## config.mk

```make
export PLATFORM = sky130hd
export DESIGN_NAME = adm_decoder
export DESIGN_NICKNAME = d
export VERILOG_FILES = /design/src/adm_pkg.sv /design/src/adm_ea_if.sv /design/src/adm_decoder.sv /design/src/adm_ea_calc.sv
export SDC_FILE = /design/constraint.sdc
export NUM_CORES = 1
export LEC_CHECK = 0
export BUFFER_PORTS_ARGS = -buffer_cell sky130_fd_sc_hd__buf_4
export CORE_MARGIN = 4
export CORE_UTILIZATION = 35
export DETAILED_ROUTE_END_ITERATION = 10
export MAX_ROUTING_LAYER = met4
export PLACE_DENSITY = 0.59
export SYNTH_ARGS = -nofsm -noshare
export SYNTH_HDL_FRONTEND = slang
export SYNTH_HIERARCHICAL = 1
export SYNTH_SLANG_ARGS = --single-unit
```

## constraint.sdc

```tcl
create_clock -name core_clk -period 4.33 [get_ports core_clk]
set_input_delay 0.2165 -clock core_clk [delete_from_list [all_inputs] [get_ports core_clk]]
set_output_delay 0.2165 -clock core_clk [all_outputs]
set_load 0.02 [all_outputs]
```

## src/adm_pkg.sv

```systemverilog
// Constants, mode enumeration and mode decoding functions for the decoder
package adm_pkg;

    localparam int ADDR_W = 16;
    localparam int DATA_W = 8;
    localparam int MODE_W = 5;
    localparam int MODE_COUNT = 17;
    localparam int CLASS_COUNT = 7;
    localparam logic [7:0] PAGE_ZERO_HI = 8'h00;
    localparam logic [15:0] OPCODE_BYTES = 16'h0001;
    localparam logic [1:0] MAX_OPND_BYTES = 2'h2;

    // Seventeen modes in seven classes
    typedef enum logic [4:0] {
        ADM_INH,
        ADM_IMM,
        ADM_DIR_S,
        ADM_DIR_L,
        ADM_IDX_0,
        ADM_IDX_S,
        ADM_IDX_L,
        ADM_IND_S,
        ADM_IND_L,
        ADM_INDX_S,
        ADM_INDX_L,
        ADM_REL_D,
        ADM_REL_I,
        ADM_BIT_D,
        ADM_BIT_I,
        ADM_BITREL_D,
        ADM_BITREL_I
    } adm_mode_type;

    typedef enum logic [2:0] {
        ADM_CLS_INHERENT,
        ADM_CLS_IMMEDIATE,
        ADM_CLS_DIRECT,
        ADM_CLS_INDEXED,
        ADM_CLS_INDIRECT,
        ADM_CLS_RELATIVE,
        ADM_CLS_BIT
    } adm_class_type;

    // Operand bytes that follow the opcode in the instruction stream
    function automatic logic [1:0] opnd_bytes(input adm_mode_type m);
        unique case (m)
            ADM_INH, ADM_IDX_0: opnd_bytes = 2'h0;
            ADM_DIR_L, ADM_IDX_L,
            ADM_BITREL_D, ADM_BITREL_I: opnd_bytes = 2'h2;
            default: opnd_bytes = 2'h1;
        endcase
    endfunction

    // Bytes read through the page-zero pointer
    function automatic logic [1:0] ptr_bytes(input adm_mode_type m);
        unique case (m)
            ADM_IND_L, ADM_INDX_L: ptr_bytes = 2'h2;
            ADM_IND_S, ADM_INDX_S, ADM_REL_I,
            ADM_BIT_I, ADM_BITREL_I: ptr_bytes = 2'h1;
            default: ptr_bytes = 2'h0;
        endcase
    endfunction

    function automatic logic long_form(input adm_mode_type m);
        long_form = (m == ADM_DIR_L) || (m == ADM_IDX_L) ||
                    (m == ADM_IND_L) || (m == ADM_INDX_L);
    endfunction

    function automatic adm_class_type mode_class(input adm_mode_type m);
        unique case (m)
            ADM_INH: mode_class = ADM_CLS_INHERENT;
            ADM_IMM: mode_class = ADM_CLS_IMMEDIATE;
            ADM_DIR_S, ADM_DIR_L: mode_class = ADM_CLS_DIRECT;
            ADM_IDX_0, ADM_IDX_S, ADM_IDX_L: mode_class = ADM_CLS_INDEXED;
            ADM_IND_S, ADM_IND_L,
            ADM_INDX_S, ADM_INDX_L: mode_class = ADM_CLS_INDIRECT;
            ADM_REL_D, ADM_REL_I: mode_class = ADM_CLS_RELATIVE;
            default: mode_class = ADM_CLS_BIT;
        endcase
    endfunction

endpackage

```

## src/adm_ea_if.sv

```systemverilog
// Interface carrying fetched bytes to the effective address unit
`timescale 1ns/10ps
`default_nettype none
interface adm_ea_if;
    adm_pkg::adm_mode_type mode;
    logic [7:0] opnd0;
    logic [7:0] opnd1;
    logic [15:0] ptr;
    logic [7:0] idx;
    logic [15:0] next_pc;
    logic [15:0] ea;
    logic [15:0] target;
    logic [7:0] imm;

    modport calc (
        input mode, opnd0, opnd1, ptr, idx, next_pc,
        output ea, target, imm
    );
    modport user (
        output mode, opnd0, opnd1, ptr, idx, next_pc,
        input ea, target, imm
    );
endinterface
`default_nettype wire

```

## src/adm_decoder.sv

```systemverilog
// Addressing mode decoder: operand fetch and effective address forming
// How it works
// (RULE1) Seventeen modes grouped into seven classes
// (RULE2) Long form reaches whole 64 Kbyte space
// (RULE3) Short form addresses page zero, except indexed short forms, which add the index and reach up to 01FE
// (RULE4) Read-modify-write ops refuse long form
// (RULE5) Branch offset applies to next-instruction PC
// (RULE6) Inherent: one byte, no operand fetch
// (RULE7) Immediate: one operand byte used directly
// (RULE8) Direct: instruction address is operand location
// (RULE9) Short direct: one address byte
// (RULE10) Long direct: two address bytes
// (RULE11) Indexed: unsigned index plus offset
// (RULE12) Relative: signed 8-bit displacement added
// (RULE13) Indirect: page-zero pointer, byte or word
// (RULE14) Words assembled high byte first
`timescale 1ns/10ps
`default_nettype none
module adm_decoder (
    input wire logic core_clk,
    input wire logic rst_b,
    input wire logic start,
    input wire logic [4:0] mode,
    input wire logic rmw_op,
    input wire logic use_y,
    input wire logic [15:0] opcode_pc,
    input wire logic [7:0] idx_x,
    input wire logic [7:0] idx_y,
    input wire logic mem_rdy,
    input wire logic [7:0] mem_rdata,
    output logic [15:0] mem_addr_r,
    output logic mem_rd_r,
    output logic busy_r,
    output logic done_r,
    output logic mode_err_r,
    output logic [15:0] ea_r,
    output logic [7:0] operand_r,
    output logic [15:0] target_r,
    output logic [15:0] next_pc_r,
    output logic [2:0] len_r,
    output logic [2:0] class_r
);
    typedef enum logic [2:0] {
        ST_IDLE,
        ST_FETCH,
        ST_PTR,
        ST_CALC
    } adm_state_type;

    adm_state_type state_r;
    adm_pkg::adm_mode_type mode_r;
    adm_pkg::adm_mode_type mode_in;
    logic [15:0] pc_r;
    logic [7:0] idx_r;
    logic [7:0] opnd_r [0:1];
    logic [15:0] ptr_r;
    logic [1:0] cnt_r;
    logic [1:0] opnd_n;
    logic [1:0] ptr_n;
    logic take;
    logic last;
    logic [7:0] ptr_addr;
    adm_ea_if ea_bus ();

    assign mode_in = adm_pkg::adm_mode_type'(mode);
    assign opnd_n = adm_pkg::opnd_bytes(mode_r);
    assign ptr_n = adm_pkg::ptr_bytes(mode_r);
    assign take = mem_rd_r && mem_rdy;
    // Pointer address is operand byte 0: on the bus now or already stored
    assign ptr_addr = (cnt_r == 2'h0) ? mem_rdata : opnd_r[0];

    always_comb begin
        unique case (state_r)
            ST_FETCH: last = (cnt_r == opnd_n - 2'h1);
            ST_PTR: last = (cnt_r == ptr_n - 2'h1);
            default: last = 1'b0;
        endcase
    end

    assign ea_bus.mode = mode_r;
    assign ea_bus.opnd0 = opnd_r[0];
    assign ea_bus.opnd1 = opnd_r[1];
    assign ea_bus.ptr = ptr_r;
    assign ea_bus.idx = idx_r;
    assign ea_bus.next_pc = pc_r + adm_pkg::OPCODE_BYTES + {14'h0000, opnd_n};

    adm_ea_calc u_calc (
        .ea(ea_bus.calc)
    );

    // Sequencer
    always_ff @(posedge core_clk or negedge rst_b) begin
        if (!rst_b) begin
            state_r <= ST_IDLE;
            cnt_r <= 2'h0;
        end else begin
            unique case (state_r)
                ST_IDLE: begin
                    cnt_r <= 2'h0;
                    if (start && !(rmw_op && adm_pkg::long_form(mode_in))) begin // (RULE4)
                        if (adm_pkg::opnd_bytes(mode_in) == 2'h0) begin
                            state_r <= ST_CALC; // (RULE6)
                        end else begin
                            state_r <= ST_FETCH;
                        end
                    end
                end
                ST_FETCH: begin
                    if (take) begin
                        cnt_r <= last ? 2'h0 : cnt_r + 2'h1;
                        if (last) begin
                            state_r <= (ptr_n != 2'h0) ? ST_PTR : ST_CALC;
                        end
                    end
                end
                ST_PTR: begin
                    if (take) begin
                        cnt_r <= cnt_r + 2'h1;
                        if (last) begin
                            state_r <= ST_CALC;
                        end
                    end
                end
                ST_CALC: begin
                    state_r <= ST_IDLE;
                end
            endcase
        end
    end

    // Instruction context captured at start
    always_ff @(posedge core_clk or negedge rst_b) begin
        if (!rst_b) begin
            mode_r <= adm_pkg::ADM_INH;
            pc_r <= 16'h0000;
            idx_r <= 8'h00;
        end else if (state_r == ST_IDLE && start) begin
            mode_r <= mode_in;
            pc_r <= opcode_pc;
            idx_r <= use_y ? idx_y : idx_x; // (RULE11)
        end
    end

    // Operand and pointer bytes, high byte first
    always_ff @(posedge core_clk or negedge rst_b) begin
        if (!rst_b) begin
            opnd_r[0] <= 8'h00;
            opnd_r[1] <= 8'h00;
            ptr_r <= 16'h0000;
        end else if (state_r == ST_IDLE && start) begin
            opnd_r[0] <= 8'h00;
            opnd_r[1] <= 8'h00;
            ptr_r <= 16'h0000;
        end else if (take && state_r == ST_FETCH) begin
            opnd_r[cnt_r[0]] <= mem_rdata; // (RULE14)
        end else if (take && state_r == ST_PTR) begin
            ptr_r <= {ptr_r[7:0], mem_rdata}; // (RULE13) (RULE14)
        end
    end

    // Memory read requests held until the bus answers
    always_ff @(posedge core_clk or negedge rst_b) begin
        if (!rst_b) begin
            mem_rd_r <= 1'b0;
            mem_addr_r <= 16'h0000;
        end else if (state_r == ST_IDLE) begin
            mem_rd_r <= start && !(rmw_op && adm_pkg::long_form(mode_in)) &&
                        (adm_pkg::opnd_bytes(mode_in) != 2'h0);
            mem_addr_r <= opcode_pc + adm_pkg::OPCODE_BYTES;
        end else if (take && state_r == ST_FETCH && !last) begin
            mem_addr_r <= mem_addr_r + 16'h0001;
        end else if (take && state_r == ST_FETCH) begin
            mem_rd_r <= (ptr_n != 2'h0);
            mem_addr_r <= {adm_pkg::PAGE_ZERO_HI, ptr_addr}; // (RULE13)
        end else if (take && state_r == ST_PTR) begin
            mem_rd_r <= !last;
            // Word pointer low byte may sit just above page zero
            mem_addr_r <= mem_addr_r + 16'h0001;
        end
    end

    // Results
    always_ff @(posedge core_clk or negedge rst_b) begin
        if (!rst_b) begin
            done_r <= 1'b0;
            mode_err_r <= 1'b0;
            ea_r <= 16'h0000;
            operand_r <= 8'h00;
            target_r <= 16'h0000;
            next_pc_r <= 16'h0000;
            len_r <= 3'h0;
            class_r <= 3'h0;
        end else begin
            done_r <= (state_r == ST_CALC);
            mode_err_r <= (state_r == ST_IDLE) && start && rmw_op &&
                          adm_pkg::long_form(mode_in); // (RULE4)
            if (state_r == ST_CALC) begin
                ea_r <= ea_bus.ea;
                operand_r <= ea_bus.imm; // (RULE7)
                target_r <= ea_bus.target; // (RULE5)
                next_pc_r <= ea_bus.next_pc;
                len_r <= {1'b0, opnd_n} + 3'h1; // (RULE6) (RULE7)
                class_r <= 3'(adm_pkg::mode_class(mode_r)); // (RULE1)
            end
        end
    end

    // Busy mirrors the sequencer being away from idle
    always_ff @(posedge core_clk or negedge rst_b) begin
        if (!rst_b) begin
            busy_r <= 1'b0;
        end else if (state_r == ST_IDLE) begin
            busy_r <= start && !(rmw_op && adm_pkg::long_form(mode_in)); // (RULE4)
        end else begin
            busy_r <= (state_r != ST_CALC);
        end
    end
endmodule // adm_decoder
`default_nettype wire

```

## src/adm_ea_calc.sv

```systemverilog
// Effective address and branch target arithmetic
`timescale 1ns/10ps
`default_nettype none
module adm_ea_calc (
    adm_ea_if.calc ea
);
    logic [15:0] word_opnd;
    logic [15:0] idx_w;
    logic [7:0] disp;

    // High byte comes from the lower address
    assign word_opnd = {ea.opnd0, ea.opnd1}; // (RULE14)
    assign idx_w = {8'h00, ea.idx};
    assign ea.imm = ea.opnd0; // (RULE7)

    always_comb begin
        unique case (ea.mode)
            adm_pkg::ADM_REL_I: disp = ea.ptr[7:0];
            // Bit-test branches carry the displacement after the operand byte
            adm_pkg::ADM_BITREL_D, adm_pkg::ADM_BITREL_I: disp = ea.opnd1;
            default: disp = ea.opnd0;
        endcase
    end

    // Displacement counts from the already advanced program counter
    assign ea.target = ea.next_pc + {{8{disp[7]}}, disp}; // (RULE5) (RULE12)

    always_comb begin
        unique case (ea.mode)
            adm_pkg::ADM_DIR_S, adm_pkg::ADM_BIT_D, adm_pkg::ADM_BITREL_D:
                ea.ea = {adm_pkg::PAGE_ZERO_HI, ea.opnd0}; // (RULE8) (RULE9) (RULE3)
            adm_pkg::ADM_DIR_L:
                ea.ea = word_opnd; // (RULE10) (RULE2)
            adm_pkg::ADM_IDX_0:
                ea.ea = idx_w;
            adm_pkg::ADM_IDX_S:
                ea.ea = {8'h00, ea.opnd0} + idx_w; // (RULE11)
            adm_pkg::ADM_IDX_L:
                ea.ea = word_opnd + idx_w; // (RULE11)
            adm_pkg::ADM_IND_S, adm_pkg::ADM_BIT_I, adm_pkg::ADM_BITREL_I:
                ea.ea = {adm_pkg::PAGE_ZERO_HI, ea.ptr[7:0]}; // (RULE13)
            adm_pkg::ADM_IND_L:
                ea.ea = ea.ptr; // (RULE13)
            adm_pkg::ADM_INDX_S:
                ea.ea = {8'h00, ea.ptr[7:0]} + idx_w;
            adm_pkg::ADM_INDX_L:
                ea.ea = ea.ptr + idx_w;
            default:
                ea.ea = 16'h0000;
        endcase
    end
endmodule // adm_ea_calc
`default_nettype wire

```

# Yosys cells after proc, flatten, opt, wreduce, memory -nomap -nowiden
# Memory sizes are Yosys's and may differ from the RTL's.
# Index checks and enable logic that the tools add are counted.
[word_totals]
register_bits = 148
mem_bits_ro = 48
mem_count = 1
[mem_list]
columns = ["name", "depth", "word_bits", "read_ports", "rd_ports_with_merged_regs", "write_ports", "line_no", "text"]
rows = [
  ["(name not given)", 16, 3, 1, 0, 0, "adm_pkg.sv:70", "unique case (m)"],
]
[classes]
add_sub_neg = 13
n_lt_le_gt_ge = 2
eq_ne = 34
n_mux = 41
n_bitwise = 1
reduce_logical = 41
[op_table]
columns = ["cell", "n"]
rows = [
  ["$mux W16", 9],
  ["$pmux W16 S9", 1],
  ["$eq A5 B4 Y1 const B", 10],
  ["$add A16 B1 Y16 const B", 3],
  ["$add A16 B8 Y16", 2],
  ["$eq A5 B3 Y1 const B", 6],
  ["$mux W8", 3],
  ["$add A8 B8 Y9", 2],
  ["$mux W3", 6],
  ["$add A16 B16 Y16", 1],
  ["$add A16 B2 Y16", 1],
  ["$bwmux W16", 1],
  ["$pmux W8 S2", 1],
  ["$eq A5 B2 Y1 const B", 3],
  ["$mux W2", 7],
  ["$pmux W2 S2", 3],
  ["$pmux W3 S4", 1],
  ["$logic_and A1 B1 Y1", 11],
  ["$eq A5 B5 Y1 const B", 2],
  ["$logic_not A5 Y1", 2],
  ["$demux W8 S1", 1],
  ["$ne A2 B2 Y1 const B", 4],
  ["$reduce_bool A2 Y1", 4],
  ["$reduce_or A2 Y1", 4],
  ["other kinds (26)", 44],
]

# Longest topological paths before layout
# Gate-level depths: netlist of run 1.
[depth]
ltp_word = 13
ltp_mapped = 20
depth_no_buf = 18

# Modules after synthesis
# Netlist of run 1, hierarchy kept.
[by_module_without_submodules]
columns = ["module", "instances", "cells_per_inst", "area_per_inst_um2", "seq_area_each_um2"]
rows = [
  ["adm_decoder", 1, 747, 7299.5, 3678.5],
  ["adm_ea_calc", 1, 373, 2748.9, 0.0],
]

# Least setup slack after synthesis of run 1
# Ideal clock, no wire load.
[synth_timing]
path_type = "register to register"
start = "register mode_r[3] (netlist: ea_bus.mode[3])"
end = "register target_r[13]"
t_arrival_ns = 4.153
setup_slack_ns = 0.052
stages_incl_launch_ff = 20
synth_period_minus_slack_ns = 4.278
path_cell_list = "dfrtp_1 > buf_6 > clkbuf_1 > or3_1 > or3_1 > o21ai_0 > inv_1 > fa_1 > nor3_1 > nand3_1 > xnor2_1 > ha_1 > clkbuf_1 > nand3_1 > nor2_1 > a211oi_1 > a21boi_1 > o21ai_1 > xnor2_1 > mux2_2"
[synth_via]
elab_chain_len = 5
word_cells_on_any_way = 14
[synth_rtl]
columns = ["element", "line_no", "text"]
rows = [
  ["from (decl)", "adm_decoder.sv:51", "adm_pkg::adm_mode_type mode_r;"],
  ["from (signal assigned)", "adm_decoder.sv:134", "mode_r <= adm_pkg::ADM_INH;"],
  ["from (signal assigned)", "adm_decoder.sv:138", "mode_r <= mode_in;"],
  ["$eq A5 B4 Y1 (tied with other cells)", "adm_pkg.sv:46", "unique case (m)"],
  ["$reduce_or A4 Y1 / $reduce_or A2 Y1 (equally long branches)", "adm_pkg.sv:46", ""],
  ["$pmux W2 S2 (*)", "adm_pkg.sv:46", ""],
  ["$add A16 B2 Y16 (*)", "adm_decoder.sv:85", "assign ea_bus.next_pc = pc_r + adm_pkg::OPCODE_BYTES + {14'h0000, opnd_n};"],
  ["named net ea_bus.next_pc[8]", "adm_ea_if.sv:10", "logic [15:0] next_pc;"],
  ["$add A16 B16 Y16 (*)", "adm_ea_calc.sv:26", "assign ea.target = ea.next_pc + {{8{disp[7]}}, disp};"],
  ["named net ea_bus.target[13]", "adm_ea_if.sv:12", "logic [15:0] target;"],
  ["to (signal assigned)", "adm_decoder.sv:200", "target_r <= ea_bus.target;"],
  ["to (decl)", "adm_decoder.sv:38", "output logic [15:0] target_r,"],
]
# The timed path passes the listed nets; every way through them passes the cells marked *.
# A chain may end at the register's enable or synchronous reset.

# Worst setup path after layout of run 1
[layout_timing]
start = "register mode_r[3] (netlist: ea_bus.mode[3])"
end = "register ea_r[8]"
[layout_via]
elab_chain_len = 3
word_cells_on_any_way = 16
[layout_rtl]
columns = ["element", "line_no", "text"]
rows = [
  ["$eq A5 B3 Y1 (tied with other cells)", "adm_ea_calc.sv:29", "unique case (ea.mode)"],
  ["$reduce_or A3 Y1", "adm_ea_calc.sv:29", ""],
  ["$pmux W16 S9 (*)", "adm_ea_calc.sv:29", ""],
  ["named net ea_bus.ea[8]", "adm_ea_if.sv:11", "logic [15:0] ea;"],
  ["to (signal assigned)", "adm_decoder.sv:198", "ea_r <= ea_bus.ea;"],
  ["to (decl)", "adm_decoder.sv:36", "output logic [15:0] ea_r,"],
]
# Marked as above.

==> summary.txt, run 1 <==
Yosys
  – EDFF count, synth: 0
  – Synth async-reset ratio: 100%
  – Main synth FF type: dfrtp_1
  – Yosys cell types: 86
  – Yosys warns: 6
  – Synthesized area: 10000 um^2
  – Yosys reg bits: 147
  – Register area share after synthesis: 36.6%
  – Synth Instances: 1120
  – Syn_area_per_cell: 8.97 um^2
  – Syn_nets: 1216

Clock tree
  – Clock Pin Slew Worst Setup and Hold Paths: 60 ps
  – TritonCTS clock tree: built
  – Clk sinks: 147
  – CTS Root Cell: clkbuf_16
  – Worst skew pair latency: 430 ps
  – Post CTS Setup Buffer Count: 0
  – Total clock buffers created by CTS: 17
  – Clock Path Buffers: 2
  – H-tree depth: 4

Cells and area
  – # fillers: 2807
  – Final Core Density: 42.9%
  – Register area: 3680 um^2
  – Final design area excluding fillers: 12000 um^2
  – Area of the multi-input gates: 5910 um^2
  – Antenna cells: 0
  – Share of layout cells above drive strength 1: 22.9%
  – Nets: 1327
  – Final non-filler cell total: 1621
  – Layout Area Growth over Synthesis: 19.8%

Power and ir drop
  – Pwr dens: 736 nW/um^2
  – Static leakage: 5.44 nW
  – VDD IR max: 305 uV
  – Total power: 8.86 mW

GRT
  – Number of global-route vias before repair: 8398
  – Largest net degree at the start of global routing: 92
  – All-Layer GR Usage: 19.1%
  – Initial antenna violation count: 0
  – Global route total overflow: 0
  – First-pass GRT wire length: 46900 um

STA
  – RSZ-0062 raised after global routing: no
  – Final setup fails: 0
  – Final min period: 4020 ps
  – Least-Margin Pin Slew: 1150 ps
  – Final worst setup slack: 307 ps
  – Clock Skews: 10.7 ps
  – Fmax: 249 MHz
  – Final period util: 92.9%
  – Endpoints failing hold: 0
  – Slew Limit Fails: 0
  – Slew margin rel.: 22.4%
  – Worst hold margin: 23.2 ps
  – TNS Setup: 0 ps

Min path
  – Hold Crit Class: input port to flip-flop

Floorplanning
  – Initial Util: 35.8%
  – Io pins: 133
  – Die ar.: 31500 um^2
  – Die H: 177 um
  – # rows: 61
  – DIE WIDTH: 177 um
  – Core area: 28100 um^2

Routing
  – DRC errors left: 0
  – Antenna Nets Post-Route: 0
  – Initial DRC count: 786
  – Total wire length: 29100 um
  – Via/cell ratio: 5.38
  – Routed len/inst: 18.0 um
  – Vias post-DR: 8722
  – First-pass DRT Iterations: 5

Setup path
  – Critical Path Source: ea_bus.mode[3]
  – CP Class: flip-flop to flip-flop
  – Register-to-register path setup slack: 310 ps
  – Crit path launch type: flip-flop
  – Reg-to-reg startpoint: ea_bus.mode[3]
  – Setup crit end kind: flip-flop
  – CP required: 4640 ps
  – Worst path arrival time: 4330 ps
  – CP Capture Point: ea_r[8]
  – Worst reg2reg path depth: 14
  – Worst Path Max Fanout: 22
  – Worst r2r dst: ea_r[8]

Place
  – Pre-CTS setup slack: 26.7 ps
  – Port bufs: 132
  – Post-place instance area: 11300 um^2
  – Final HPWL DP: 21000 um
  – Dpl cells: 1586
  – Routability cong.: 0.898

Status
  – Outcome: finished, final reports clean

Run
  – Max cap viols: 0
-- synthesized netlist by cell type (4+ instances only) --
cell type    n  area share [%]
a221oi_1     6            0.52
a222oi_1     6            0.60
o21ai_1     15            0.75
a21o_1      12            0.90
nor2_1      60             2.2
o22ai_1      5            0.31
a22oi_1     15             1.1
o211ai_1     7            0.52
o21a_1       4            0.30
buf_4        9            0.67
o21ai_0     40             2.0
clkbuf_1    35             1.3
mux2_1       7            0.78
nand4_1     10            0.62
buf_2       12            0.60
buf_6        7            0.78
fa_1         4            0.80
a21oi_1     81             4.0
nand2_1    191             7.1
mux2i_1     24             2.4
or3_1        6            0.37
nor4_1       6            0.37
xnor2_1     26             2.3
mux2_2      71             8.0
nand3_1     33             1.6
inv_1       36             1.3
a211oi_1    11            0.82
a31oi_1     10            0.62
nor2b_1     15            0.93
dfrtp_1    147              37
xor2_1      33             2.9
nand2b_1    10            0.62
nor3_1      22             1.1
ha_1        41             5.1
and2_1       7            0.44
and3_1      13            0.81
a221o_1      9            0.90
nand3b_1     4            0.30
-- flip-flops by register name, summed over array words and instances, names as in the netlist, 5 cells and up --
name,cells
ea_bus.ptr,16
ea_r,16
mem_addr_r,16
next_pc_r,16
pc_r,16
target_r,16
ea_bus.idx,8
ea_bus.opnd0,8
ea_bus.opnd1,8
operand_r,8
ea_bus.mode,5
-- logic make-up (layout without fill, tap and decap cells) --
group	count (synthesis)	count (layout)	share of synthesized area (%)
flip-flops	147	147	36.6
XOR/XNOR	59	59	5.14
AO/OA/AOI/OAI	261	261	17.2
multiplexers	103	103	11.3
buffers and inverters	104	227	4.89
adder cells (fa/ha/maj)	45	45	5.90
AND/OR/NAND/NOR	401	401	18.9
-- placed cells by master, fill, tap and decap left out, types with 17 or more instances in the layout --
cell         n
a21oi_1     81
xnor2_1     26
mux2i_1     24
nor2_1      60
xor2_1      33
inv_1       36
nor3_1      21
buf_4      153
mux2_2      71
nand3_1     33
ha_1        40
clkbuf_16   17
o21ai_0     39
dfrtp_1    147
nand2_1    191
-- routing by layer --
metal	routed length (um)	vias to the layer above	track usage, %
met5	0	-	-
met4	610	0	5.58
met3	1560	44	3.60
met2	13200	230	28.2
met1	13700	4223	26.9
li1	-	4225	-
-- worst min-delay path by stage --
| stage | end | cells past startpoint | from |
|---|---|---|---|
| after floorplan | busy_r | 0 | rst_b |
| after global placement | mem_addr_r[11] | 1 | rst_b |
| after detailed placement | mem_addr_r[9] | 1 | rst_b |
| after CTS | pc_r[14] | 3 | opcode_pc[14] |
| after global routing | pc_r[7] | 3 | opcode_pc[7] |
| final | ea_bus.mode[4] | 3 | mode[4] |
-- timing repair --
| action | 4_1_cts | 5_1_grt |
|---|---|---|
| endpoints found under the hold margin | 92 | 0 |
| setup endpoints to repair | 0 | 7 |
| hold buffers | 4 | 0 |
| gates resized for setup | 0 | 6 |
-- power breakdown --
| part | internal [mW] | total [mW] | switching, mW |
|---|---|---|---|
| Sequential | 1.91 | 2.50 | 0.591 |
| Clock | 1.02 | 1.61 | 0.590 |
| Combinational | 2.03 | 4.75 | 2.72 |
| Total | 4.95 | 8.86 | 3.90 |
-- cell type report --
class	count	area share, %
clock buffer	22	4.02
clock inverter	9	1.26
inverter	38	1.18
multi-input combinational	869	49.1
sequential	147	30.5
tap	378	3.93
timing repair buffer	158	9.96
-- worst max-delay path: stages (launching register included) --
cell      delay (ps)
dfrtp_1          410
buf_4            280
nor3b_2          270
nand2_1          240
mux2_1           380
ha_1             220
inv_1             80
fa_1             200
nand3b_1         140
a31oi_1          170
o41ai_2          560
xor2_1           150
a222oi_1         400
o21ai_1          120
mux2_2           270
No activity file was read; power rests on OpenSTA's default activity.
==> run 2, diff against run 1 <==
- ABC_AREA: unset -> 1
==> summary.txt, run 2 <==
Routing
  – Via/cell ratio: 5.01
  – DRC errors left: 0
  – Initial DRC count: 762
  – First-pass DRT Iterations: 7
  – Total wire length: 30600 um
  – Routed len/inst: 16.1 um
  – Vias post-DR: 9524
  – Antenna Nets Post-Route: 0

Clock tree
  – TritonCTS clock tree: built
  – CTS Root Cell: clkbuf_16
  – Clk sinks: 147
  – Clock Path Buffers: 2
  – Total clock buffers created by CTS: 17
  – H-tree depth: 4
  – Clock Pin Slew Worst Setup and Hold Paths: 60 ps
  – Worst skew pair latency: 430 ps

Cells and area
  – Final design area excluding fillers: 11900 um^2
  – Antenna cells: 0
  – Most frequent cells in the layout: nand2_1, inv_1, buf_4
  – Nets: 1606
  – Share of layout cells above drive strength 1: 16.1%
  – Final non-filler cell total: 1901
  – Leading cell type in the layout, fill and taps excluded: nand2_1
  – Layout Area Growth over Synthesis: 20.0%

Yosys
  – Synthesized area: 9940 um^2
  – Top-count cell post-synth: nand2_1
  – Syn_nets: 1483
  – Synth top area cells: dfrtp_1, nand2_1, inv_1, ha_1, o21ai_0
  – Synth cell count leaders: nand2_1, inv_1, dfrtp_1
  – Yosys cell types: 50
  – Yosys reg bits: 147
  – Main synth FF type: dfrtp_1
  – Syn_area_per_cell: 7.17 um^2
  – Synth async-reset ratio: 100%
  – Synth top area share: 37.0%
  – Synth area leader: dfrtp_1
  – EDFF count, synth: 0
  – Yosys warns: 6
  – Register area share after synthesis: 37.0%
  – Synth Instances: 1387

GRT
  – Largest net degree at the start of global routing: 85
  – All-Layer GR Usage: 20.3%
  – Number of global-route vias before repair: 9215
  – First-pass GRT wire length: 49300 um
  – Global route total overflow: 0
  – Initial antenna violation count: 0

Setup path
  – Worst Path Max Fanout: 10
  – Crit path launch type: flip-flop
  – Worst reg2reg path depth: 24
  – CP required: 4690 ps
  – Worst path arrival time: 4360 ps
  – CP Class: flip-flop to flip-flop
  – Register-to-register path setup slack: 320 ps
  – Setup crit end kind: flip-flop

Floorplanning
  – Io pins: 133
  – DIE WIDTH: 177 um
  – Die ar.: 31200 um^2
  – Die H: 177 um
  – # rows: 61
  – Core area: 27900 um^2
  – Initial Util: 35.6%

STA
  – Fmax: 250 MHz
  – Clock Skews: 16.0 ps
  – Final min period: 4010 ps
  – Final period util: 92.5%
  – Slew margin rel.: 46.2%
  – Final setup fails: 0
  – Least-Margin Pin Slew: 807 ps
  – Endpoints failing hold: 0
  – Slew Limit Fails: 0
  – Worst hold margin: 42.5 ps

Power and ir drop
  – Static leakage: 6.07 nW
  – VDD IR max: 325 uV
  – Pwr dens: 795 nW/um^2

Place
  – Final HPWL DP: 23100 um
  – Port bufs: 132
  – Routability cong.: 0.940
  – Dpl cells: 1864
  – Post-place instance area: 11300 um^2

Run
  – Max cap viols: 0

Status
  – Outcome: finished, final reports clean

Min path
  – Worst Hold Depth: 3
  – Hold Crit Class: input port to flip-flop
==> run 2: changes by cell type after synthesis, sizes merged, moves of 22 or more <==
cell | before | now
nand4 | 10 | 32
inv | 38 | 174
o21ai | 55 | 96
mux2 | 79 | 0
nand3 | 33 | 86
nor2 | 62 | 102
mux2i | 24 | 0
nand2 | 192 | 445
==> run 2: area by class of cell <==
| cell class | instances | area (um^2) |
|---|---|---|
| inverters | 174 | 656 |
| clock inverters | 14 | 166 |
| fillers | 2951 | 16000 |
| multi-input cells | 1018 | 5360 |
| well taps | 378 | 473 |
| clock buffers | 18 | 439 |
| flip-flops and latches | 147 | 3680 |
| repair buffers | 152 | 1150 |
==> run 2: path summary, 6_finish.rpt <==
| path | startpoint | endpoint |
|---|---|---|
| min in group asynchronous | rst_b | mem_addr_r[13] |
| hold reg to reg | target_r[12] | target_r[12] |
| setup / recovery | ea_bus.mode[1] | target_r[15] |
| setup reg to reg | ea_bus.mode[1] | target_r[15] |
| hold / removal | idx_y[2] | ea_bus.idx[2] |
| max in group asynchronous | rst_b | ea_r[14] |
==> run 2: cell families (layout without fill, tap and decap cells) <==
kind of cell,after synthesis,after routing,synth area share [%]
simple gates,684,684,29.9
compound gates,248,248,14.4
fa+ha+maj,45,45,5.96
xor+xnor,41,41,3.61
buf+inv,222,358,9.15
flops,147,147,37.0
==> run 2: stage by stage <==
stage	setup slack, ps	power (mW)	utilization, %	setup TNS, ps
after detailed placement	228	7.90	40.4	0
after floorplan	650	6.20	-	0
after CTS	200	9.50	42.6	0
final	324	9.48	42.7	0
after global routing	-18.0	10.4	42.7	-18.0
after global placement	336	7.87	40.4	0
==> run 2: timing repair <==
action                                 CTS  global route
setup endpoints to repair                0             4
gates resized for setup                  0             4
buffers inserted                         0             3
hold buffers                             2             0
endpoints found under the hold margin   83             0
==> run 2: worst max-delay path, stage by stage, from the launching register on <==
cell and delay [ps]:
dfrtp_2 490, nand2_2 120, inv_1 60, nand3_1 60, nand2_1 60, inv_2 70, nand2_1 70, inv_1 110
nand2_1 70, ha_1 200, fa_1 420, nor2_2 160, nand3_1 110, nor2_1 150, nand4_1 160, nor2_2 160
xor2_1 240, ha_1 320, a21o_1 190, a21oi_1 140, o21bai_1 100, a21oi_1 160, xor2_1 160, nand2_1 70
nand2_1 90
==> run 2: power breakdown <==
part | internal (mW) | switching (mW) | leakage (nW)
Sequential | 1.91 | 0.646 | 1.88
Combinational | 1.94 | 3.44 | 3.90
Clock | 0.885 | 0.658 | 0.294
==> run 2: layer usage <==
metal	share of wire [%]	wire length, um	global-route usage [%]
met5	0	0	-
met4	1.2	367	4.61
met3	7.0	2160	3.75
met2	45	13600	30.8
met1	47	14500	28.5
==> run 3, diff against run 2 <==
- CELL_PAD_IN_SITES_DETAIL_PLACEMENT: unset -> 1
- CELL_PAD_IN_SITES_GLOBAL_PLACEMENT: unset -> 2
- CORE_UTILIZATION: 35 -> 30
- GPL_TIMING_DRIVEN: unset -> 0
- PLACE_DENSITY: 0.59 -> 0.81
==> summary.txt, run 3 (same netlist as run 2, synthesis figures left out) <==
Status
  – Outcome: finished, final reports clean

Floorplanning
  – Io pins: 133
  – # rows: 66
  – Die H: 190 um
  – Die ar.: 36100 um^2
  – Core area: 32600 um^2
  – Initial Util: 30.5%
  – DIE WIDTH: 190 um

GRT
  – Global route total overflow: 0
  – Number of global-route vias before repair: 9824
  – All-Layer GR Usage: 19.7%
  – Largest net degree at the start of global routing: 83
  – Initial antenna violation count: 0
  – First-pass GRT wire length: 54800 um

Place
  – Port bufs: 131
  – Dpl cells: 1961
  – Final HPWL DP: 27500 um
  – Post-place instance area: 11500 um^2
  – Routability cong.: 0.880

Setup path
  – Crit-path cells: nand2_2 -> inv_1 -> nand3_1 -> nand2_1 -> inv_2 -> nand2_1 -> inv_1 -> nand2_1 -> ha_1 -> fa_2 -> nor2_2 -> nand3_1 -> nor2_1 -> nand4_1 -> nor2_2 -> xor2_2 -> ha_4 -> a21o_1 -> a21oi_1 -> o21bai_1 -> a21oi_2 -> xor2_2 -> nand2_1 -> nand2_1
  – Worst Path Buf+Inv: 3
  – Cell mode on critical path: nand2_1
  – CP Class: flip-flop to flip-flop
  – Worst path arrival time: 4430 ps
  – Biggest cell delay along the critical path: 460 ps
  – Worst path slowest cell: dfrtp_2
  – Register-to-register path setup slack: 270 ps
  – Delay-heaviest family, CP: simple AND/OR/NAND/NOR gates
  – CP required: 4700 ps
  – Crit path launch type: flip-flop
  – Setup crit end kind: flip-flop
  – Worst Path Max Fanout: 7

STA
  – Clock Skews: 16.4 ps
  – Worst hold margin: 34.9 ps
  – Final setup fails: 0
  – Slew Limit Fails: 0
  – Slew margin rel.: 51.1%
  – Endpoints failing hold: 0
  – TNS Setup: 0 ps
  – Least-Margin Pin Slew: 733 ps
  – Fmax: 246 MHz
  – Final min period: 4060 ps
  – Final period util: 93.7%

Cells and area
  – Final Core Density: 37.5%
  – Antenna cells: 0
  – Leading cell type in the layout, fill and taps excluded: nand2_1
  – Most frequent cells in the layout: nand2_1, inv_1, buf_4
  – Share of layout cells above drive strength 1: 16.5%
  – Final design area excluding fillers: 12200 um^2
  – Layout Area Growth over Synthesis: 23.1%
  – Nets: 1644
  – Final non-filler cell total: 2002
  – # fillers: 4109

Routing
  – Antenna Nets Post-Route: 0
  – Via/cell ratio: 4.85
  – Vias post-DR: 9708
  – DRC errors left: 0
  – Total wire length: 34500 um
  – First-pass DRT Iterations: 5
  – Initial DRC count: 469
  – Routed len/inst: 17.2 um

Clock tree
  – Clk sinks: 147
  – TritonCTS clock tree: built
  – Clock Path Buffers: 2
  – Clock Pin Slew Worst Setup and Hold Paths: 60 ps
  – CTS Root Cell: clkbuf_16
  – Total clock buffers created by CTS: 17
  – H-tree depth: 4
  – Worst skew pair latency: 440 ps

Power and ir drop
  – VDD IR max: 339 uV
  – Pwr dens: 794 nW/um^2
  – Static leakage: 6.16 nW

Run
  – Max cap viols: 0

Min path
  – Hold Crit Class: input port to flip-flop
-- run 3: layer usage --
metal  part of all wire, %  vias to the layer above  GRT usage, %
met5                     0                        -             -
met4                   1.2                        0          4.06
met3                   4.2                       25          3.12
met2                    46                      197          30.6
met1                    49                     4642          27.4
li1                      -                     4844             -
-- run 3: where the power goes --
| group | switching [mW] | total [mW] | leakage (nW) | internal [mW] |
|---|---|---|---|---|
| Clock | 0.633 | 1.50 | 0.288 | 0.870 |
| Combinational | 3.55 | 5.60 | 4.00 | 2.04 |
| Sequential | 0.708 | 2.62 | 1.87 | 1.92 |
-- run 3: path summary, 6_finish.rpt --
path	startpoint	end	depth (start not counted)
worst min-delay path	idx_y[4]	ea_bus.idx[4]	3
min in group asynchronous	rst_b	mem_addr_r[14]	2
worst max register to register	ea_bus.mode[1]	target_r[15]	24
worst min register to register	ea_r[11]	ea_r[11]	2
max in group asynchronous	rst_b	ea_r[8]	3
worst max-delay path	ea_bus.mode[1]	target_r[15]	24
-- run 3: final cells by class --
cell class	instances	area, um^2	area share [%]
Buffer	48	254	2.08
Clock buffer	18	439	3.59
Inverter	174	658	5.38
Multi-Input combinational cell	1018	5400	44.1
Timing Repair Buffer	142	1090	8.95
Tap cell	442	553	4.52
Clock inverter	13	154	1.26
Sequential cell	147	3680	30.1
-- run 3: timing repair --
action | 4_1_cts | 5_1_grt
hold buffers | 2 | 0
gates cloned | 0 | 0
pin swaps | 0 | 4
hold endpoints to repair | 66 | 0
setup buffers | 2 | 6
endpoints found under the setup margin | 1 | 4
resized for setup | 6 | 8
-- run 3: worst register-to-register path: cells and delay by family, from the launching register on --
| family | cells | cell delay, ps |
|---|---|---|
| AND/OR/NAND/NOR | 12 | 1380 |
| adder cells (fa/ha/maj) | 3 | 840 |
| AO/OA/AOI/OAI | 4 | 590 |
| flip-flops | 1 | 460 |
| XOR/XNOR | 2 | 450 |
| buffers and inverters | 3 | 270 |
-- run 3: per-stage QoR --
stage / setup slack [ps] / total power, mW
final: 273 / 9.72
after global placement: -132 / 8.01
after floorplan: 650 / 6.20
after detailed placement: -209 / 8.15
after CTS: 1.47 / 9.75
after global routing: -37.4 / 10.6
